==> config.mk <==
export PLATFORM = sky130hd
export DESIGN_NAME = tcch_cmd
export DESIGN_NICKNAME = d
export VERILOG_FILES = /design/src/rtl/tcch_pkg.sv /design/src/rtl/tcch_cmd.sv /design/src/rtl/tcch_store.sv /design/src/rtl/tcch_sync.sv
export SDC_FILE = /design/constraint.sdc
export NUM_CORES = 1
export LEC_CHECK = 0
export ABC_AREA = 1
export BUFFER_PORTS_ARGS = -buffer_cell sky130_fd_sc_hd__buf_4
export CORE_MARGIN = 2
export CORE_UTILIZATION = 63
export CTS_CLUSTER_DIAMETER = 200
export DETAILED_ROUTE_END_ITERATION = 6
export PLACE_DENSITY = 0.84
export SLEW_MARGIN = 0
export SYNTH_ARGS = -nofsm -noshare
export SYNTH_HDL_FRONTEND = slang
export SYNTH_HIERARCHICAL = 1
export SYNTH_SLANG_ARGS = --single-unit
==> constraint.sdc <==
create_clock -name clk -period 4.6 [get_ports clk]
set_input_delay 0.23 -clock clk [delete_from_list [all_inputs] [get_ports clk]]
set_output_delay 0.23 -clock clk [all_outputs]
set_load 0.01 [all_outputs]
==> src/rtl/tcch_pkg.sv <==
// tcch_pkg: opcodes, field layouts, reset values and types of the
// converter configuration command interpreter.
// assumes: 16-bit command port, one clock domain.
package tcch_pkg;

   localparam int TCCH_WORD_W = 16;
   localparam int TCCH_FIELD_W = 12;

   // opcode class, upper byte of the command word
   localparam logic [7:0] TCCH_OP_LOAD_USER   = 8'h07;
   localparam logic [7:0] TCCH_OP_AUTO_USER   = 8'h08;
   localparam logic [7:0] TCCH_OP_AUTO_DEF    = 8'h09;
   localparam logic [7:0] TCCH_OP_SET_WIDTH   = 8'h10;
   localparam logic [7:0] TCCH_OP_SET_OFFSET  = 8'h11;
   localparam logic [7:0] TCCH_OP_SET_SEARCH  = 8'h12;
   localparam logic [7:0] TCCH_OP_SET_REJECT  = 8'h13;
   localparam logic [7:0] TCCH_OP_SUB_EN      = 8'h14;
   localparam logic [7:0] TCCH_OP_SUB_DIS     = 8'h15;
   localparam logic [7:0] TCCH_OP_RD_TRIG     = 8'h16;
   localparam logic [7:0] TCCH_OP_SET_EDGE    = 8'h22;
   localparam logic [7:0] TCCH_OP_RD_EDGE     = 8'h23;
   localparam logic [7:0] TCCH_OP_SET_LSB     = 8'h24;
   localparam logic [7:0] TCCH_OP_SET_PAIR    = 8'h25;

   localparam int TCCH_TRIG_RD_WORDS = 5;

   // clock period in ns, used for the window width unit
   localparam int TCCH_CLK_PERIOD_NS = 25;

   // field positions
   localparam int TCCH_EDGE_LSB = 0;
   localparam int TCCH_PAIR_LEAD_LSB = 0;
   localparam int TCCH_PAIR_WID_LSB = 8;

   // reset values
   localparam logic [11:0] TCCH_RST_WIDTH  = 12'h014;
   localparam logic [15:0] TCCH_RST_OFFSET = 16'hffd8;
   localparam logic [11:0] TCCH_RST_SEARCH = 12'h008;
   localparam logic [11:0] TCCH_RST_REJECT = 12'h004;
   localparam logic [1:0]  TCCH_RST_EDGE   = 2'h2;
   localparam logic [1:0]  TCCH_RST_LSB    = 2'h3;
   localparam logic [2:0]  TCCH_RST_LEAD   = 3'h0;
   localparam logic [3:0]  TCCH_RST_WID    = 4'h0;

   // window width, offset and pair width limits
   localparam logic [11:0] TCCH_WIDTH_MAX  = 12'h828;
   localparam logic [11:0] TCCH_WIDTH_ALL  = 12'hfff;
   localparam logic [15:0] TCCH_OFFS_MIN   = 16'hf800;
   localparam logic [15:0] TCCH_OFFS_MAX   = 16'h0028;
   localparam logic [3:0]  TCCH_WID_BAD0   = 4'he;

   typedef enum logic [1:0] {
      TCCH_EDGE_PAIR  = 2'h0,
      TCCH_EDGE_TRAIL = 2'h1,
      TCCH_EDGE_LEAD  = 2'h2,
      TCCH_EDGE_BOTH  = 2'h3
   } tcch_edge_t;

   // trigger matching configuration
   typedef struct packed {
      logic [11:0] width;
      logic [15:0] offset;
      logic [11:0] search;
      logic [11:0] reject;
      logic        sub_en;
   } tcch_trig_t;

   // edge and resolution configuration
   typedef struct packed {
      tcch_edge_t  mode;
      logic [1:0]  lsb;
      logic [2:0]  lead;
      logic [3:0]  wid;
   } tcch_edge_cfg_t;

   typedef struct packed {
      tcch_trig_t     trig;
      tcch_edge_cfg_t det;
   } tcch_cfg_t;

   localparam tcch_cfg_t TCCH_CFG_DEFAULT = '{
      trig: '{width: TCCH_RST_WIDTH, offset: TCCH_RST_OFFSET,
              search: TCCH_RST_SEARCH, reject: TCCH_RST_REJECT,
              sub_en: 1'b0},
      det: '{mode: tcch_edge_t'(TCCH_RST_EDGE), lsb: TCCH_RST_LSB,
              lead: TCCH_RST_LEAD, wid: TCCH_RST_WID}
   };

endpackage : tcch_pkg

==> src/rtl/tcch_cmd.sv <==
// tcch_cmd: opcode interpreter for the converter trigger and edge setup.
// assumes: host logic on clk strobes cmd_wr / cmd_rd one cycle each;
// save_user and global_rst_req come from outside the domain.
// Summary of operation
// [RQ1] load-user opcode restores the configuration saved earlier
// [RQ2] auto-user opcode sets startup flag to one
// [RQ3] auto-default opcode clears startup flag to zero
// [RQ4] old firmware: host waits over 10 ms after store writes; tcch_host waits only STORE_GAP = 4 cycles
// [RQ5] after set or read opcodes, wait for all words, refuse opcodes
// [RQ6] window width low 12 bits, 1..2088 or all ones, reset 0x14
// [RQ7] window offset 12-bit signed sign-extended, f800..0028, reset ffd8
// [RQ8] window start aligned to clock cycles, one cycle jitter
// [RQ9] extra search margin low 12 bits, reset 0x08
// [RQ10] reject margin low 12 bits, reset 0x04
// [RQ11] subtraction enabled: hit times from window start
// [RQ12] subtraction disabled: hit times from last bunch reset
// [RQ13] trigger readback: width, offset, search, reject, subtraction bit
// [RQ14] edge setting two low bits: pair, trailing, leading, both
// [RQ15] edge readback returns current setting in low two bits
// [RQ16] edge bin size two low bits, 25 ps at reset
// [RQ17] pair resolution bits 2:0 lead, 11:8 width, 1110/1111 invalid
// [RQ18] pair resolution setting acts only in pair edge mode
// [RQ19] readbacks return last accepted, reset or loaded value
`timescale 1ns/100ps
module tcch_cmd
   import tcch_pkg::*;
(
   input  wire logic                   clk,
   input  wire logic                   reset_n,
   input  wire logic                   cmd_wr,
   input  wire logic                   cmd_rd,
   input  wire logic [TCCH_WORD_W-1:0] cmd_wdata,
   input  wire logic                   save_user,
   input  wire logic                   global_rst_req,
   output logic [TCCH_WORD_W-1:0]      cmd_rdata,
   output logic                        busy,
   output logic                        cmd_err,
   output tcch_trig_t                  trig_cfg,
   output tcch_edge_cfg_t              edge_cfg,
   output logic                        win_rel_start,
   output logic                        auto_load
);

   typedef enum logic [1:0] {
      TCCH_IDLE,
      TCCH_WAIT_WR,
      TCCH_WAIT_RD
   } tcch_state_t;

   tcch_state_t   state_r;
   logic [7:0]    op_r;
   logic [2:0]    cnt_r;
   tcch_cfg_t     cfg_r;
   tcch_cfg_t     user_cfg;
   logic          auto_now;
   logic          save_s;
   logic          save_d_r;
   logic          grst_s;
   logic          grst_d_r;
   logic          grst_rise;
   logic          boot_r;
   logic          auto_set;
   logic          auto_clr;
   logic          op_take;
   logic [TCCH_WORD_W-1:0] rd_word;

   // number of parameter words that follow an opcode
   function automatic logic [2:0] words_of(input logic [7:0] op);
      unique case (op)
         TCCH_OP_SET_WIDTH, TCCH_OP_SET_OFFSET, TCCH_OP_SET_SEARCH,
         TCCH_OP_SET_REJECT, TCCH_OP_SET_EDGE, TCCH_OP_SET_LSB,
         TCCH_OP_SET_PAIR, TCCH_OP_RD_EDGE:
            words_of = 3'd1;
         TCCH_OP_RD_TRIG:
            words_of = 3'(TCCH_TRIG_RD_WORDS);
         default:
            words_of = 3'd0;
      endcase
   endfunction : words_of

   function automatic logic is_read(input logic [7:0] op);
      is_read = (op == TCCH_OP_RD_TRIG) || (op == TCCH_OP_RD_EDGE);
   endfunction : is_read

   tcch_sync u_sync_save (
      .clk     (clk),
      .reset_n (reset_n),
      .din     (save_user),
      .dout    (save_s)
   );

   tcch_sync u_sync_grst (
      .clk     (clk),
      .reset_n (reset_n),
      .din     (global_rst_req),
      .dout    (grst_s)
   );

   always_ff @(posedge clk or negedge reset_n) begin
      if (!reset_n) begin
         save_d_r <= 1'b0;
         grst_d_r <= 1'b0;
      end else begin
         save_d_r <= save_s;
         grst_d_r <= grst_s;
      end
   end

   assign grst_rise = grst_s & ~grst_d_r;
   assign op_take   = cmd_wr && (state_r == TCCH_IDLE);
   assign auto_set  = op_take && cmd_wdata[15:8] == TCCH_OP_AUTO_USER;
   assign auto_clr  = op_take && cmd_wdata[15:8] == TCCH_OP_AUTO_DEF;

   tcch_store u_store (
      .clk       (clk),
      .reset_n   (reset_n),
      .save_req  (save_s & ~save_d_r),
      .save_cfg  (cfg_r),
      .auto_set  (auto_set),
      .auto_clr  (auto_clr),
      .user_cfg  (user_cfg),
      .auto_load (auto_now)
   );

   // command sequencer
   always_ff @(posedge clk or negedge reset_n) begin
      if (!reset_n) begin
         state_r <= TCCH_IDLE;
         op_r    <= 8'h00;
         cnt_r   <= 3'd0;
      end else begin
         unique case (state_r)
            TCCH_IDLE: begin
               if (cmd_wr) begin
                  op_r  <= cmd_wdata[15:8];
                  cnt_r <= words_of(cmd_wdata[15:8]);
                  if (words_of(cmd_wdata[15:8]) != 3'd0) begin
                     state_r <= is_read(cmd_wdata[15:8]) ?
                                TCCH_WAIT_RD : TCCH_WAIT_WR; // [RQ5]
                  end
               end
            end
            TCCH_WAIT_WR: begin
               if (cmd_wr) begin
                  state_r <= TCCH_IDLE; // [RQ5]
               end
            end
            TCCH_WAIT_RD: begin
               if (cmd_rd) begin
                  cnt_r <= cnt_r - 3'd1;
                  if (cnt_r == 3'd1) begin
                     state_r <= TCCH_IDLE; // [RQ5]
                  end
               end
            end
         endcase
      end
   end

   // word presented for the next read, in readback order
   always_comb begin
      rd_word = '0;
      if (op_r == TCCH_OP_RD_EDGE) begin
         rd_word[1:0] = cfg_r.det.mode; // [RQ15]
      end else begin
         unique case (cnt_r)
            3'd5: rd_word = {4'h0, cfg_r.trig.width}; // [RQ13]
            3'd4: rd_word = cfg_r.trig.offset;
            3'd3: rd_word = {4'h0, cfg_r.trig.search};
            3'd2: rd_word = {4'h0, cfg_r.trig.reject};
            3'd1: rd_word = {15'h0000, cfg_r.trig.sub_en};
            default: rd_word = '0;
         endcase
      end
   end

   always_ff @(posedge clk or negedge reset_n) begin
      if (!reset_n) begin
         cmd_rdata <= '0;
      end else if (state_r == TCCH_WAIT_RD && cmd_rd) begin
         cmd_rdata <= rd_word; // [RQ19]
      end
   end

   // busy while parameter words are outstanding
   always_ff @(posedge clk or negedge reset_n) begin
      if (!reset_n) begin
         busy <= 1'b0;
      end else if (state_r == TCCH_IDLE) begin
         busy <= cmd_wr && words_of(cmd_wdata[15:8]) != 3'd0; // [RQ5]
      end else if (state_r == TCCH_WAIT_WR) begin
         busy <= !cmd_wr;
      end else begin
         busy <= !(cmd_rd && cnt_r == 3'd1);
      end
   end

   // out-of-range parameter flag; width and offset are still stored, a bad pair width is not
   always_ff @(posedge clk or negedge reset_n) begin
      if (!reset_n) begin
         cmd_err <= 1'b0;
      end else if (state_r == TCCH_WAIT_WR && cmd_wr) begin
         unique case (op_r)
            TCCH_OP_SET_WIDTH:
               cmd_err <= (cmd_wdata[11:0] == 12'h000) ||
                          (cmd_wdata[11:0] > TCCH_WIDTH_MAX &&
                           cmd_wdata[11:0] != TCCH_WIDTH_ALL); // [RQ6]
            TCCH_OP_SET_OFFSET:
               cmd_err <= ($signed(cmd_wdata) < $signed(TCCH_OFFS_MIN)) ||
                          ($signed(cmd_wdata) > $signed(TCCH_OFFS_MAX));
            TCCH_OP_SET_PAIR:
               cmd_err <= cmd_wdata[11:9] == TCCH_WID_BAD0[3:1] ||
                          cfg_r.det.mode != TCCH_EDGE_PAIR; // [RQ17] [RQ18]
            default:
               cmd_err <= 1'b0;
         endcase
      end else if (op_take) begin
         cmd_err <= 1'b0;
      end
   end

   // configuration store
   always_ff @(posedge clk or negedge reset_n) begin
      if (!reset_n) begin
         cfg_r  <= TCCH_CFG_DEFAULT;
         boot_r <= 1'b1;
      end else if (boot_r || grst_rise) begin
         boot_r <= 1'b0;
         cfg_r  <= auto_now ? user_cfg : TCCH_CFG_DEFAULT; // [RQ2] [RQ3]
      end else if (op_take) begin
         unique case (cmd_wdata[15:8])
            TCCH_OP_LOAD_USER: cfg_r <= user_cfg; // [RQ1]
            TCCH_OP_SUB_EN:    cfg_r.trig.sub_en <= 1'b1; // [RQ11]
            TCCH_OP_SUB_DIS:   cfg_r.trig.sub_en <= 1'b0; // [RQ12]
            default: ;
         endcase
      end else if (state_r == TCCH_WAIT_WR && cmd_wr) begin
         unique case (op_r)
            TCCH_OP_SET_WIDTH:  cfg_r.trig.width  <= cmd_wdata[11:0]; // [RQ6]
            TCCH_OP_SET_OFFSET: cfg_r.trig.offset <=
               {{4{cmd_wdata[11]}}, cmd_wdata[11:0]}; // [RQ7]
            TCCH_OP_SET_SEARCH: cfg_r.trig.search <= cmd_wdata[11:0]; // [RQ9]
            TCCH_OP_SET_REJECT: cfg_r.trig.reject <= cmd_wdata[11:0]; // [RQ10]
            TCCH_OP_SET_EDGE:
               cfg_r.det.mode <= tcch_edge_t'(cmd_wdata[1:0]); // [RQ14]
            TCCH_OP_SET_LSB:    cfg_r.det.lsb <= cmd_wdata[1:0]; // [RQ16]
            TCCH_OP_SET_PAIR: begin
               if (cfg_r.det.mode == TCCH_EDGE_PAIR) begin // [RQ18]
                  cfg_r.det.lead <= cmd_wdata[2:0]; // [RQ17]
                  if (cmd_wdata[11:9] != TCCH_WID_BAD0[3:1]) begin
                     cfg_r.det.wid <= cmd_wdata[11:8];
                  end
               end
            end
            default: ;
         endcase
      end
   end

   // outputs registered; offset is whole cycles so start is cycle-aligned
   always_ff @(posedge clk or negedge reset_n) begin
      if (!reset_n) begin
         trig_cfg      <= TCCH_CFG_DEFAULT.trig;
         edge_cfg      <= TCCH_CFG_DEFAULT.det;
         win_rel_start <= 1'b0;
         auto_load     <= 1'b0;
      end else begin
         trig_cfg      <= cfg_r.trig; // [RQ8]
         edge_cfg      <= cfg_r.det;
         win_rel_start <= cfg_r.trig.sub_en; // [RQ11] [RQ12]
         auto_load     <= auto_now;
      end
   end

endmodule : tcch_cmd

==> src/rtl/tcch_store.sv <==
// tcch_store: holds the saved user configuration and the startup flag.
// assumes: saving is done by logic outside; here it is written through
// save_req and read back on demand.
`timescale 1ns/100ps
module tcch_store
   import tcch_pkg::*;
(
   input  wire logic      clk,
   input  wire logic      reset_n,
   input  wire logic      save_req,
   input  wire tcch_cfg_t save_cfg,
   input  wire logic      auto_set,
   input  wire logic      auto_clr,
   output tcch_cfg_t      user_cfg,
   output logic           auto_load
);

   tcch_cfg_t user_r;
   logic      auto_r;

   always_ff @(posedge clk or negedge reset_n) begin
      if (!reset_n) begin
         user_r <= TCCH_CFG_DEFAULT;
      end else if (save_req) begin
         user_r <= save_cfg;
      end
   end

   // startup selection flag
   always_ff @(posedge clk or negedge reset_n) begin
      if (!reset_n) begin
         auto_r <= 1'b0;
      end else if (auto_set) begin
         auto_r <= 1'b1; // [RQ2]
      end else if (auto_clr) begin
         auto_r <= 1'b0; // [RQ3]
      end
   end

   assign user_cfg  = user_r;
   assign auto_load = auto_r;

endmodule : tcch_store

==> src/rtl/tcch_sync.sv <==
// tcch_sync: two-stage synchroniser for a level from outside the domain.
// assumes: input is a plain level, no pulse narrower than a clock.
`timescale 1ns/100ps
module tcch_sync (
   input  wire logic clk,
   input  wire logic reset_n,
   input  wire logic din,
   output logic      dout
);

   logic meta_r;
   logic sync_r;

   always_ff @(posedge clk or negedge reset_n) begin
      if (!reset_n) begin
         meta_r <= 1'b0;
         sync_r <= 1'b0;
      end else begin
         meta_r <= din;
         sync_r <= meta_r;
      end
   end

   assign dout = sync_r;

endmodule : tcch_sync

---- Word-level counts from Yosys, hierarchy flattened ----
Index checks and enable logic that the tools add are counted.
cells by class
  $add $sub $neg .......................... 1
  $mul .................................... 0
  div/mod/pow operators ................... 0
  magnitude comparators ................... 3
  equal/unequal tests ..................... 38
  shift operators ......................... 0
  muxes and demuxes ....................... 42
  bitwise gates (word level) .............. 4
  reduce and logical (&&, ||, !) cells .... 49
operators by type and width
  kind                                                                             count
  52-bit 2-to-1 mux                                                                3
  64-bit 2-to-1 mux                                                                2
  8-bit by 5-bit == test with 1-bit output (second input constant)                 11
  16-bit case mux with 5 select lines                                              1
  8-bit by 6-bit == test with 1-bit output (second input constant)                 8
  12-bit 2-to-1 mux                                                                3
  3-bit nonzero test                                                               12
  11-bit 2-to-1 mux                                                                3
  3-bit AND reduction                                                              7
  2-bit 2-to-1 mux                                                                 9
  8-bit by 4-bit == test with 1-bit output (second input constant)                 2
  16-bit by 7-bit > comparator with 1-bit output (second input constant)           1
  16-bit by 12-bit less-than comparator with 1-bit output (second input constant)  1
  16-bit 2-to-1 mux                                                                1
  14-bit 2-to-1 mux                                                                1
  7-bit 2-to-1 mux                                                                 2
  12-bit > comparator (second input constant)                                      1
  12-bit logical NOT                                                               1
  3-bit 2-to-1 mux                                                                 4
  12-bit != test (second input constant)                                           1
  3-bit case mux with 2 select lines                                               2
  2-bit != test (second input constant)                                            5
  5-bit AND reduction                                                              2
  2-bit nonzero test                                                               5
  other kinds (23)                                                                 49
word-level totals
  flip-flop bits (word level) ............. 232
  latch bits .............................. 0
  bits in writable memories ............... 0
  memory bits (read-only) ................. 0
  bits of input ports ..................... 22
  output and inout port bits .............. 84
  word-level logic and storage cells ...... 179
  memories ................................ 0

---- Depth between registers and ports, before layout ----
Gate-level depths: netlist of run 1.
  word-level depth ........................ 9
  depth in mapped cells ................... 13
  gate-level depth less buffers ........... 12

---- Modules after synthesis ----
Netlist of run 1, hierarchy kept.
by module, submodules not included
  module      instances  cells an instance  area each (µm²)  sequential area each (µm²)
  tcch_cmd    1          923                7521.0           4127.7
  tcch_store  1          275                2509.9           1650.3
  tcch_sync   2          2                  50.0             50.0

---- Least setup slack after synthesis of run 1 ----
OpenSTA, ideal clock, no wires.
  kind .................................... flip-flop to flip-flop
  start ................................... reg state_r[0]
  end ..................................... reg cfg_r[25] (netlist name)
  library setup time ...................... 0.117 ns
  arrival time ............................ 1.525 ns
  data required time ...................... 4.483 ns
  path slack .............................. 2.958 ns
  stages on the path, launching flop included .. 13
  buffers on the path ..................... 1
  period minus slack after synthesis ...... 1.642 ns
  path through ............................ dfrtp_1 -> inv_1 -> ha_1 -> nand2_1 -> nand2_2 -> inv_2 -> nand2_1 -> nand2_2 -> inv_4 -> nand2_1 -> buf_4 -> nand2_1 -> nand2_1
on the way
  longest elaborated chain between the ends .. 4
  elaborated cells on any way between the ends .. 10
  classes of those cells .................. 2 x eq/ne; 2 x mux; 6 x reduce/logical
ends and longest elaborated chain
  what                                                                                     RTL line                          source
  from (decl)                                                                              tcch_cmd.sv:50                    tcch_state_t state_r;
  from (signal assigned)                                                                   tcch_cmd.sv:138                   state_r <= is_read(cmd_wdata[15:8]) ?
  2-bit logical NOT / 2-bit by 1-bit == test with 1-bit output (equally long branches)     tcch_cmd.sv:110, tcch_cmd.sv:237
  1-bit logical AND, on equally long branches                                              tcch_cmd.sv:110, tcch_cmd.sv:237
  3-bit by 1-bit != test with 1-bit output (no source line), or another cell as far along  n/a
  3-bit AND reduction (no source line) / 64-bit 2-to-1 mux (equally long branches)         n/a
  to (signal assigned)                                                                     tcch_cmd.sv:229                   cfg_r <= auto_now ? user_cfg : TCCH_CFG_DEFAULT;
  to (signal assigned)                                                                     tcch_cmd.sv:232                   TCCH_OP_LOAD_USER: cfg_r <= user_cfg;
  to (decl)                                                                                tcch_cmd.sv:53                    tcch_cfg_t cfg_r;
Several ways; a longest one is shown, not always the timed one.
A chain may end at the register's enable or synchronous reset.

---- Worst setup path in the final report of run 1 ----
  start ................................... reg state_r[0]
  end ..................................... reg cfg_r[27] (netlist name)
Same word-level chain as after synthesis.

==> results of run 1 <==
[through the flow]
step           cell area, µm²  setup WS, ps  utilization  instances
2_1_floorplan           10130          2958            -       1202
3_3_place_gp            10930          1550       0.6906       1476
3_5_place_dp            10930          1484       0.6906       1476
4_1_cts                 11760          1356       0.7429       1525
5_1_grt                 11760         995.8       0.7429       1525
6_report                11760          1296       0.7429       1525
[layer usage]
metal  vias to the layer above  wire (µm)
li1                       3964          -
met1                      4164      10180
met2                       579      12600
met3                       121       3038
met4                         0       1334
met5                         -          0
[kinds of logic after synthesis]
family                     synth area share
AOI/OAI and AO/OA                   0.07373
adders and majority gates          0.009881
buffers and inverters               0.05804
DFF                                  0.5802
other                             0.0003702
and+or+nand+nor                      0.2778
[synthesized netlist by cell type (4+ instances only)]
cell type / n / area (µm²)
ha_1: 8 / 100.1
nand2_2: 4 / 25.02
o21a_1: 5 / 37.54
buf_4: 9 / 67.56
clkbuf_1: 17 / 63.81
nand2_1: 569 / 2136
o21ai_0: 38 / 190.2
clkbuf_8: 6 / 82.58
dfstp_2: 58 / 1524
a21oi_1: 81 / 405.4
inv_1: 61 / 229.0
nor3_1: 4 / 20.02
inv_2: 4 / 15.01
nand4_1: 15 / 93.84
dfrtp_1: 174 / 4354
buf_2: 19 / 95.09
nand3_1: 64 / 320.3
a31oi_1: 5 / 31.28
nor2_1: 36 / 135.1
[tightest hold or removal path, stage by stage]
cell and delay [ps]:
buf_4 120, inv_1 60, o21ai_0 90
[cell type report]
cell class                      instances  area (µm²)
Inverter                               67       256.5
Clock inverter                          6       33.78
Multi-Input combinational cell        850        3672
Sequential cell                       232        5878
Fill cell                            1147        4069
Clock buffer                           38       744.5
Timing Repair Buffer                  116       903.4
Tap cell                              216       270.3
[how the worst max path moves through the flow]
| stage | end | slack (ps) | depth (start not counted) |
|---|---|---|---|
| floorplan | cfg_r[25] | 2960 | 12 |
| global placement | cfg_r[27] | 1550 | 9 |
| detailed placement | cfg_r[27] | 1480 | 9 |
| CTS | cfg_r[27] | 1360 | 9 |
| global route | cfg_r[27] | 1000 | 9 |
| finish | cfg_r[27] | 1300 | 9 |
[power by group]
part	internal, W	total (W)	switching, W	leakage, nW
Clock	0.00111	0.00189	0.000784	0.390
Combinational	0.000662	0.00176	0.00110	2.86
Sequential	0.00284	0.00337	0.000527	2.91
[what timing repair did]
item,CTS,global route
setup endpoints to repair,0,0
hold buffers,5,0
endpoints found under the hold margin,83,0
[flip-flops by register name, summed over array words and instances (netlist names), 2 cells and up]
register	count
op_r	8
trig_cfg	52
edge_cfg	11
cfg_r	64
cmd_rdata	16
state_r	2
cnt_r	3
u_store/user_cfg	64
==> flow_summary.yaml, run 1 <==
worst_setup_path:
  crit_arrival_ps: 3730
  cp_cell_sequence: "inv_1, ha_1, nand2_1, inv_1, nand3_1, nand2_2, inv_4, nand2_1, o21ai_0"
  critPathMaxStageDelay_ps: 660
  r2r_cells: 9
  path_buf_inv: 3
  startpoint: "state_r[0]"
  timing.rr.start: "state_r[0]"
  worstSetupEndpointType: "flip-flop"
  worst-path-max-fanout: 35
  rrSetupSlack_ps: 1300
  r2r-end: "cfg_r[27]"
  cp-start-kind: "flip-flop"
  crit_type: "reg2reg"
  cpMaxStageDelayCell: "nand2_1"
  critPathTopFamily: "simple AND/OR/NAND/NOR gates"
  required_ps: 5030
timing:
  worst_hold_slack_ps: 35.82
  final-hold-violation-count: 0
  timing.fmax_mhz: 302.7
  rsz0062_at_grt: "false"
  tightest_slew_ps: 1218
  slew_headroom: 0.1878
  finalSetupTns_ps: 0
  min_period_over_period: 0.7182
  clock_skew_ps: 13.24
  drv_slew: 0
  min_period_ps: 3304
  setup_viol: 0
grt:
  grt_overflow: 0
  grt_max_degree: 125
  gr-usage-all-layers: 0.3276
  first_global_vias: 8448
  met2_usage: 0.5214
  met3_usage: 0.07655
  antenna_found_initial: 0
  grt_pass1_wl_mm: 43.19
  grtUsageMet1: 0.4316
  grt.busiest_layer: "met2"
drt:
  drc: 0
  antenna_left: 0
  wire_per_inst_um: 17.81
  viasPerCell: 5.789
  drt_wl_total_mm: 27.15
  first_pass_iters: 6
  drt_iter0_drc: 1054
  routed-via-count: 8828
hold_path:
  worstHoldStart: "cmd_wdata[13]"
  hold_path_class: "in2reg"
  min_delay_path_depth: 3
  holdPathEnd: "op_r[5]"
logic_synthesis:
  synth-seq-cells: 232
  async_reset_ff_frac: 1.000
  synthesis.area_um2: 10130
  synthFlopType: "dfrtp_1"
  synth-warning-count: 6
  synth_cell_types: 37
  syn_area_per_cell_um2: 8.428
  syn-instance-count: 1202
  synth_edf_count: 0
  ys_seq_area_frac: 0.5802
  syn_nets: 1232
floorplanning:
  initial_core_util: 0.6401
  dieArea_um2: 17110
  die_y_um: 130.8
  ios: 106
  placementRows: 46
  die_w_um: 130.8
  core_um2: 15830
cells_and_area:
  layout_common_cells: "569 x nand2_1, 174 x dfrtp_1, 109 x buf_4, 81 x a21oi_1, 64 x nand3_1"
  nNetsFinal: 1321
  layout_commonest_cell: "nand2_1"
  diodes: 0
  area_growth_pct: 16.07
  layout-drive-gt1-share: 0.1719
power_and_ir_drop:
  p_total_w: 0.007021
  power_per_cell_area_nw_per_um2: 597.1
  leakage_nw: 6.161
  ir_drop_v: 0.0004071
placement:
  place_hpwl_mm: 17.12
  portBuffers: 105
  gp_congestion: 0.9359
cts:
  cts_tree: "built"
  clock_latency_ps: 520
  clock-sinks: 232
  root_buffer: "clkbuf_16"
  clock_path_buffers: 3
  clk_pin_slew_ps: 60
  cts_buffers: 24
  cts_setup_buffers: 0
  ctsResizeCount: 0
  htreeDepth: 1
flow_run:
  drv_cap: 0
status:
  status: "finished, final reports clean"
Note: power is estimated with default switching activity, not from simulation.
==> run 2, diff against run 1 <==
--- a/config.mk
+++ b/config.mk
@@ -8,10 +8,10 @@
 export ABC_AREA = 1
 export BUFFER_PORTS_ARGS = -buffer_cell sky130_fd_sc_hd__buf_4
 export CORE_MARGIN = 2
-export CORE_UTILIZATION = 63
+export CORE_UTILIZATION = 59
 export CTS_CLUSTER_DIAMETER = 200
 export DETAILED_ROUTE_END_ITERATION = 6
-export PLACE_DENSITY = 0.84
+export PLACE_DENSITY = 0.79
 export SLEW_MARGIN = 0
 export SYNTH_ARGS = -nofsm -noshare
 export SYNTH_HDL_FRONTEND = slang
==> constraint.sdc (replaced) <==
create_clock -name clk -period 3.4 [get_ports clk]
set_input_delay 0.17 -clock clk [delete_from_list [all_inputs] [get_ports clk]]
set_output_delay 0.17 -clock clk [all_outputs]
set_load 0.01 [all_outputs]
==> run 2 against run 1 <==
Non-clock buffer count increased by 11. Power is 36% higher. Sequential cell count did not move. First-iteration DRC count is 3.7% higher. Critical path depth grew 1. Fmax up 29%. Routed wire length rose by 0.73%. Sequential power rose by 35%. Core utilization shrank 3.3 points. Clock skew decreased by 3.4 ps. Die area rose by 6.6%. Critical endpoint is now cfg_r[63]. Largest cell class unchanged. Largest power group unchanged. Highest routed layer unchanged.
==> flow_summary.yaml, run 2 (same netlist as run 1, synthesis figures left out) <==
worst_setup_path:
  rrSetupSlack_ps: 850
  crit_type: "reg2reg"
  cp-start-kind: "flip-flop"
  worstSetupEndpointType: "flip-flop"
  required_ps: 3810
  crit_arrival_ps: 2960
  critPathMaxStageDelay_ps: 470
  cpMaxStageDelayCell: "buf_4"
  crit_top_cell: "nand2_1"
  worst-path-max-fanout: 48
  cp_cell_sequence: "inv_1, ha_1, nand2_1, nand2_2, buf_4, nor2_1, nor2_4, inv_2, nand2_1, nand2_1"
  path_buf_inv: 3
  critPathTopFamily: "simple AND/OR/NAND/NOR gates"
cells_and_area:
  layout_common_cells: "569 x nand2_1, 174 x dfrtp_1, 115 x buf_4, 81 x a21oi_1, 64 x nand3_1"
  regArea_um2: 5878
  layout_commonest_cell: "nand2_1"
  finish.utilization: 0.7097
  diodes: 0
  nNetsFinal: 1332
  layout-drive-gt1-share: 0.1735
  multi_input_area_um2: 3672
  fill_cells: 1311
  area_growth_pct: 16.99
floorplanning:
  placementRows: 47
  die_y_um: 135.0
  die_w_um: 135.0
  core_um2: 16700
  initial_core_util: 0.6066
  dieArea_um2: 18240
  ios: 106
grt:
  grt_overflow: 0
  first_global_vias: 8455
  grt_max_degree: 129
  antenna_found_initial: 0
  gr-usage-all-layers: 0.3107
  grt_pass1_wl_mm: 44.18
power_and_ir_drop:
  p_int_w: 0.006280
  comb_power_share: 0.252
  p_sw_frac: 0.3416
  ir_drop_v: 0.0006146
  leakage_nw: 6.200
  switching_power_w: 0.003258
  power_per_cell_area_nw_per_um2: 804.7
  power.share.sequential: 0.477
  clkPwrFrac: 0.271
cts:
  htreeDepth: 1
  cts_tree: "built"
  clock_latency_ps: 520
  cts_buffers: 24
  root_buffer: "clkbuf_16"
  ctsResizeCount: 0
  clock-sinks: 232
  clock_path_buffers: 3
  clk_pin_slew_ps: 60
timing:
  clock_skew_ps: 9.807
  worst_slack_ps: 847.0
  final-hold-violation-count: 0
  timing.fmax_mhz: 391.7
  drv_slew: 0
  min_period_ps: 2553
  setup_viol: 0
  rsz0062_at_grt: "false"
  slew_headroom: 0.4539
  worst_hold_slack_ps: 11.78
  min_period_over_period: 0.7509
  tightest_slew_ps: 818.0
  finalSetupTns_ps: 0
drt:
  drt_wl_total_mm: 27.35
  drt_iter0_drc: 1093
  viasPerCell: 5.634
  first_pass_iters: 6
  antenna_left: 0
  drc: 0
  routed-via-count: 8676
  wire_per_inst_um: 17.76
placement:
  post-place-ws_ps: 924.5
  gp_congestion: 0.9485
  place_hpwl_mm: 17.66
  portBuffers: 105
status:
  status: "finished, final reports clean"
hold_path:
  hold_path_class: "in2reg"
flow_run:
  drv_cap: 0
-- run 2: cell count changes in the layout (fill, tap and decap cells not counted) --
cell           delta
buf_4             +6
clkbuf_8          -6
dlygate4sd3_1     +5
bufinv_16         +2
clkbuf_1          +2
clkinv_2          +2
clkinvlp_4        +1
inv_6             -1
-- run 2: power by group through the flow --
stage | Combinational, W | Clock (W) | Sequential, W
after floorplan | 0.00131 | 0 | 0.00448
after global placement | 0.00227 | 0 | 0.00453
after detailed placement | 0.00235 | 0 | 0.00455
after CTS | 0.00239 | 0.00261 | 0.00453
after global routing | 0.00268 | 0.00273 | 0.00464
final | 0.00240 | 0.00259 | 0.00455
-- run 2: what timing repair did --
item / in CTS / in global routing
buffers inserted: 0 / 0
hold endpoints to repair: 63 / 0
hold buffers: 10 / 0
-- run 2: worst paths after layout --
path / from / cells after the start / to
worst min-delay path: cmd_wdata[10] / 3 / op_r[2]
worst max-delay path: state_r[0] / 10 / cfg_r[63]
worst min register to register: u_sync_save/meta_r / 0 / u_sync_save/dout
min in group asynchronous: reset_n / 2 / edge_cfg[2]
max in group asynchronous: reset_n / 3 / u_store/user_cfg[60]
worst max register to register: state_r[0] / 10 / cfg_r[63]
-- run 2: final cells by class --
type / instances / area share
Tap cell: 220 / 0.02322
Inverter: 67 / 0.02164
Sequential cell: 232 / 0.4959
Multi-Input combinational cell: 850 / 0.3098
Clock inverter: 10 / 0.008656
Timing Repair Buffer: 127 / 0.08424
Clock buffer: 34 / 0.05648
-- run 2: metal layers --
layer	track usage	routed length [µm]	vias up	part of all wire
met1	0.4288	11130	4117	0.41
met4	0.1267	1086	0	0.040
met5	0	0	-	0
met3	0.06119	2497	94	0.091
li1	-	-	3990	-
met2	0.4887	12640	475	0.46
-- run 2: worst reg2reg max path: cells and delay by family (launching register included) --
kind	cells	cell delay, ps
and+or+nand+nor	6	1040
buffers and inverters	3	760
DFF	1	400
adders and majority gates	1	240
-- run 2: per-stage QoR --
stage          instances  instance area, µm²  total power [W]
6_report            1540               11850         0.009538
3_3_place_gp        1486               10980         0.006800
5_1_grt             1540               11850          0.01005
2_1_floorplan       1202               10130         0.005783
3_5_place_dp        1486               10980         0.006907
4_1_cts             1540               11850         0.009529
==> run 3, diff against run 2 <==
--- a/config.mk
+++ b/config.mk
@@ -5,13 +5,13 @@
 export SDC_FILE = /design/constraint.sdc
 export NUM_CORES = 1
 export LEC_CHECK = 0
-export ABC_AREA = 1
+export ABC_AREA = 0
 export BUFFER_PORTS_ARGS = -buffer_cell sky130_fd_sc_hd__buf_4
 export CORE_MARGIN = 2
-export CORE_UTILIZATION = 59
+export CORE_UTILIZATION = 58
 export CTS_CLUSTER_DIAMETER = 200
 export DETAILED_ROUTE_END_ITERATION = 6
-export PLACE_DENSITY = 0.79
+export PLACE_DENSITY = 0.78
 export SLEW_MARGIN = 0
 export SYNTH_ARGS = -nofsm -noshare
 export SYNTH_HDL_FRONTEND = slang
==> constraint.sdc (replaced) <==
create_clock -name clk -period 2.5 [get_ports clk]
set_input_delay 0.125 -clock clk [delete_from_list [all_inputs] [get_ports clk]]
set_output_delay 0.125 -clock clk [all_outputs]
set_load 0.01 [all_outputs]
==> run 3 against run 2 <==
Routed wire length down 9.7%. Via count down 19%. Combinational power up 21%. Non-clock buffer count up 16. Highest routed layer unchanged. Critical endpoint is now cfg_r[39].
==> flow_summary.yaml, run 3 <==
cells_and_area:
  nNetsFinal: 898
  fill_cells: 1138
  multi_input_area_um2: 3533
  area_growth_pct: 19.48
  layout_common_cells: "174 x dfrtp_1, 127 x buf_4, 60 x mux2_4, 58 x dfstp_2, 47 x a21oi_1"
  layout-drive-gt1-share: 0.3654
  layout_commonest_cell: "dfrtp_1"
  diodes: 0
  regArea_um2: 5878
  stdcell_area_um2: 11740
power_and_ir_drop:
  power_per_cell_area_nw_per_um2: 1034
  ir_drop_v: 0.0005925
  leakage_nw: 5.331
grt:
  first_global_vias: 7309
  grt_pass1_wl_mm: 39.27
  grt_overflow: 0
  gr-usage-all-layers: 0.2794
  grt_max_degree: 82
  antenna_found_initial: 0
worst_setup_path:
  cp-start-kind: "flip-flop"
  endpoint: "cfg_r[39]"
  startpoint: "state_r[0]"
  rrSetupSlack_ps: 190
  r2r_cells: 7
  worst-path-max-fanout: 16
  required_ps: 2940
  timing.rr.start: "state_r[0]"
  crit_type: "reg2reg"
  r2r-end: "cfg_r[39]"
  worstSetupEndpointType: "flip-flop"
  crit_arrival_ps: 2760
timing:
  min_period_ps: 2315
  tightest_slew_ps: 690.9
  slew_headroom: 0.5384
  drv_slew: 0
  timing.fmax_mhz: 432.0
  min_period_over_period: 0.9259
  final-hold-violation-count: 0
  finalSetupTns_ps: 0
  setup_viol: 0
  clock_skew_ps: 13.75
  rsz0062_at_grt: "false"
logic_synthesis:
  synthTopCellsByArea: "dfrtp_1 44%, dfstp_2 16%, mux2_4 9.2%"
  syn_nets: 783
  yosys.area.top_type_share: 0.4431
  async_reset_ff_frac: 1.000
  ys_seq_area_frac: 0.5982
  synth_most_common_cell: "dfrtp_1"
  synth-seq-cells: 232
  syn-instance-count: 753
  synthTopCellsByCount: "174 x dfrtp_1, 60 x mux2_4, 58 x dfstp_2, 47 x a21oi_1, 39 x nor2_1"
  synthFlopType: "dfrtp_1"
  synth_edf_count: 0
  syn_area_per_cell_um2: 13.05
  synth_cell_types: 68
  synth-warning-count: 6
  synth_area_leader_cell: "dfrtp_1"
  synthesis.area_um2: 9827
cts:
  clk_pin_slew_ps: 70
  clock_path_buffers: 3
  clock-sinks: 232
  clock_latency_ps: 520
  root_buffer: "clkbuf_16"
  cts_tree: "built"
  cts_buffers: 23
  htreeDepth: 1
drt:
  routed-via-count: 7038
  drt_wl_total_mm: 24.69
  drt_iter0_drc: 653
  antenna_left: 0
  wire_per_inst_um: 22.37
  drc: 0
  viasPerCell: 6.375
  first_pass_iters: 5
status:
  status: "finished, final reports clean"
floorplanning:
  dieArea_um2: 18000
  initial_core_util: 0.5926
  placementRows: 47
  ios: 106
  die_w_um: 134.2
  die_y_um: 134.2
  core_um2: 16580
hold_path:
  hold_path_class: "in2reg"
  worstHoldStart: "cmd_wdata[4]"
flow_run:
  drv_cap: 0
placement:
  portBuffers: 105
  place_hpwl_mm: 16.04
  dpl_cell_area_um2: 10810
  gp_congestion: 0.8967
## run 3: cell types whose count changed after synthesis, sizes merged, moves of 10 or more
cell / change
nand2: -536
o22ai: +16
nand4: -11
a22o: +16
nand3: -56
a21oi: -35
a221oi: +21
inv: -46
nor3: +10
mux2: +80
a22oi: +32
## run 3: what timing repair did
action	in CTS	in global routing
hold buffers	11	0
endpoints found under the hold margin	215	0
gates resized for setup	0	1
buffers inserted	0	0
setup endpoints to repair	0	17
## run 3: worst max-delay path: stages, from the launching register on
cell and delay, ps:
dfrtp_1 390, inv_1 90, ha_1 310, and2_1 430
or3_1 380, buf_4 320, o22ai_1 120, o21ai_1 180
## run 3: worst min path at each step
stage | endpoint | slack [ps] | cells after the start
2_1_floorplan | auto_load | -170 | 0
3_3_place_gp | cfg_r[61] | 20 | 1
3_5_place_dp | cfg_r[62] | 30 | 1
4_1_cts | cfg_r[43] | 8 | 3
5_1_grt | cfg_r[43] | 20 | 3
6_report | cfg_r[40] | 10 | 3
## run 3: metal layers
metal	wire, µm	global-route usage
met4	1157	0.1427
met2	11740	0.4442
met5	0	0
met1	9797	0.3770
met3	1994	0.04384
## run 3: cells by family (layout without fill, tap and decap cells)
family	count (synthesis)	count (layout)	share of synthesized area
flip-flops	232	232	0.5982
adder cells (fa/ha/maj)	8	8	0.01019
multiplexers	86	86	0.1207
AND/OR/NAND/NOR	145	145	0.07678
other	1	1	0.0003816
AO/OA/AOI/OAI	207	207	0.1496
buffers and inverters	74	205	0.04418
## run 3: area by class of cell
class,instances,area share
flip-flops and latches,232,0.5006
multi-input cells,447,0.3009
clock buffers,34,0.05680
clock inverters,7,0.01279
well taps,220,0.02344
repair buffers,143,0.09868
inverters,21,0.006714
## run 3: through the flow
step | total power [W] | std cells | setup slack (ps) | hold slack (ps) | utilization
finish | 0.01214 | 1104 | 185.2 | 12.27 | 0.7080
global route | 0.01263 | 1104 | 45.82 | 20.55 | 0.7080
CTS | 0.01214 | 1104 | 117.7 | 7.738 | 0.7076
detailed placement | 0.008397 | 1052 | 179.6 | 33.26 | 0.6517
global placement | 0.008223 | 1052 | 282.3 | 24.79 | 0.6517
floorplan | 0.007194 | 753 | 484.3 | -170.6 | -
## run 3: where the power goes
part,leakage (nW),switching [W],internal (W)
Sequential,2.84,0.000702,0.00483
Clock,0.401,0.00144,0.00227
Combinational,2.09,0.00149,0.00141
Total,5.33,0.00363,0.00851
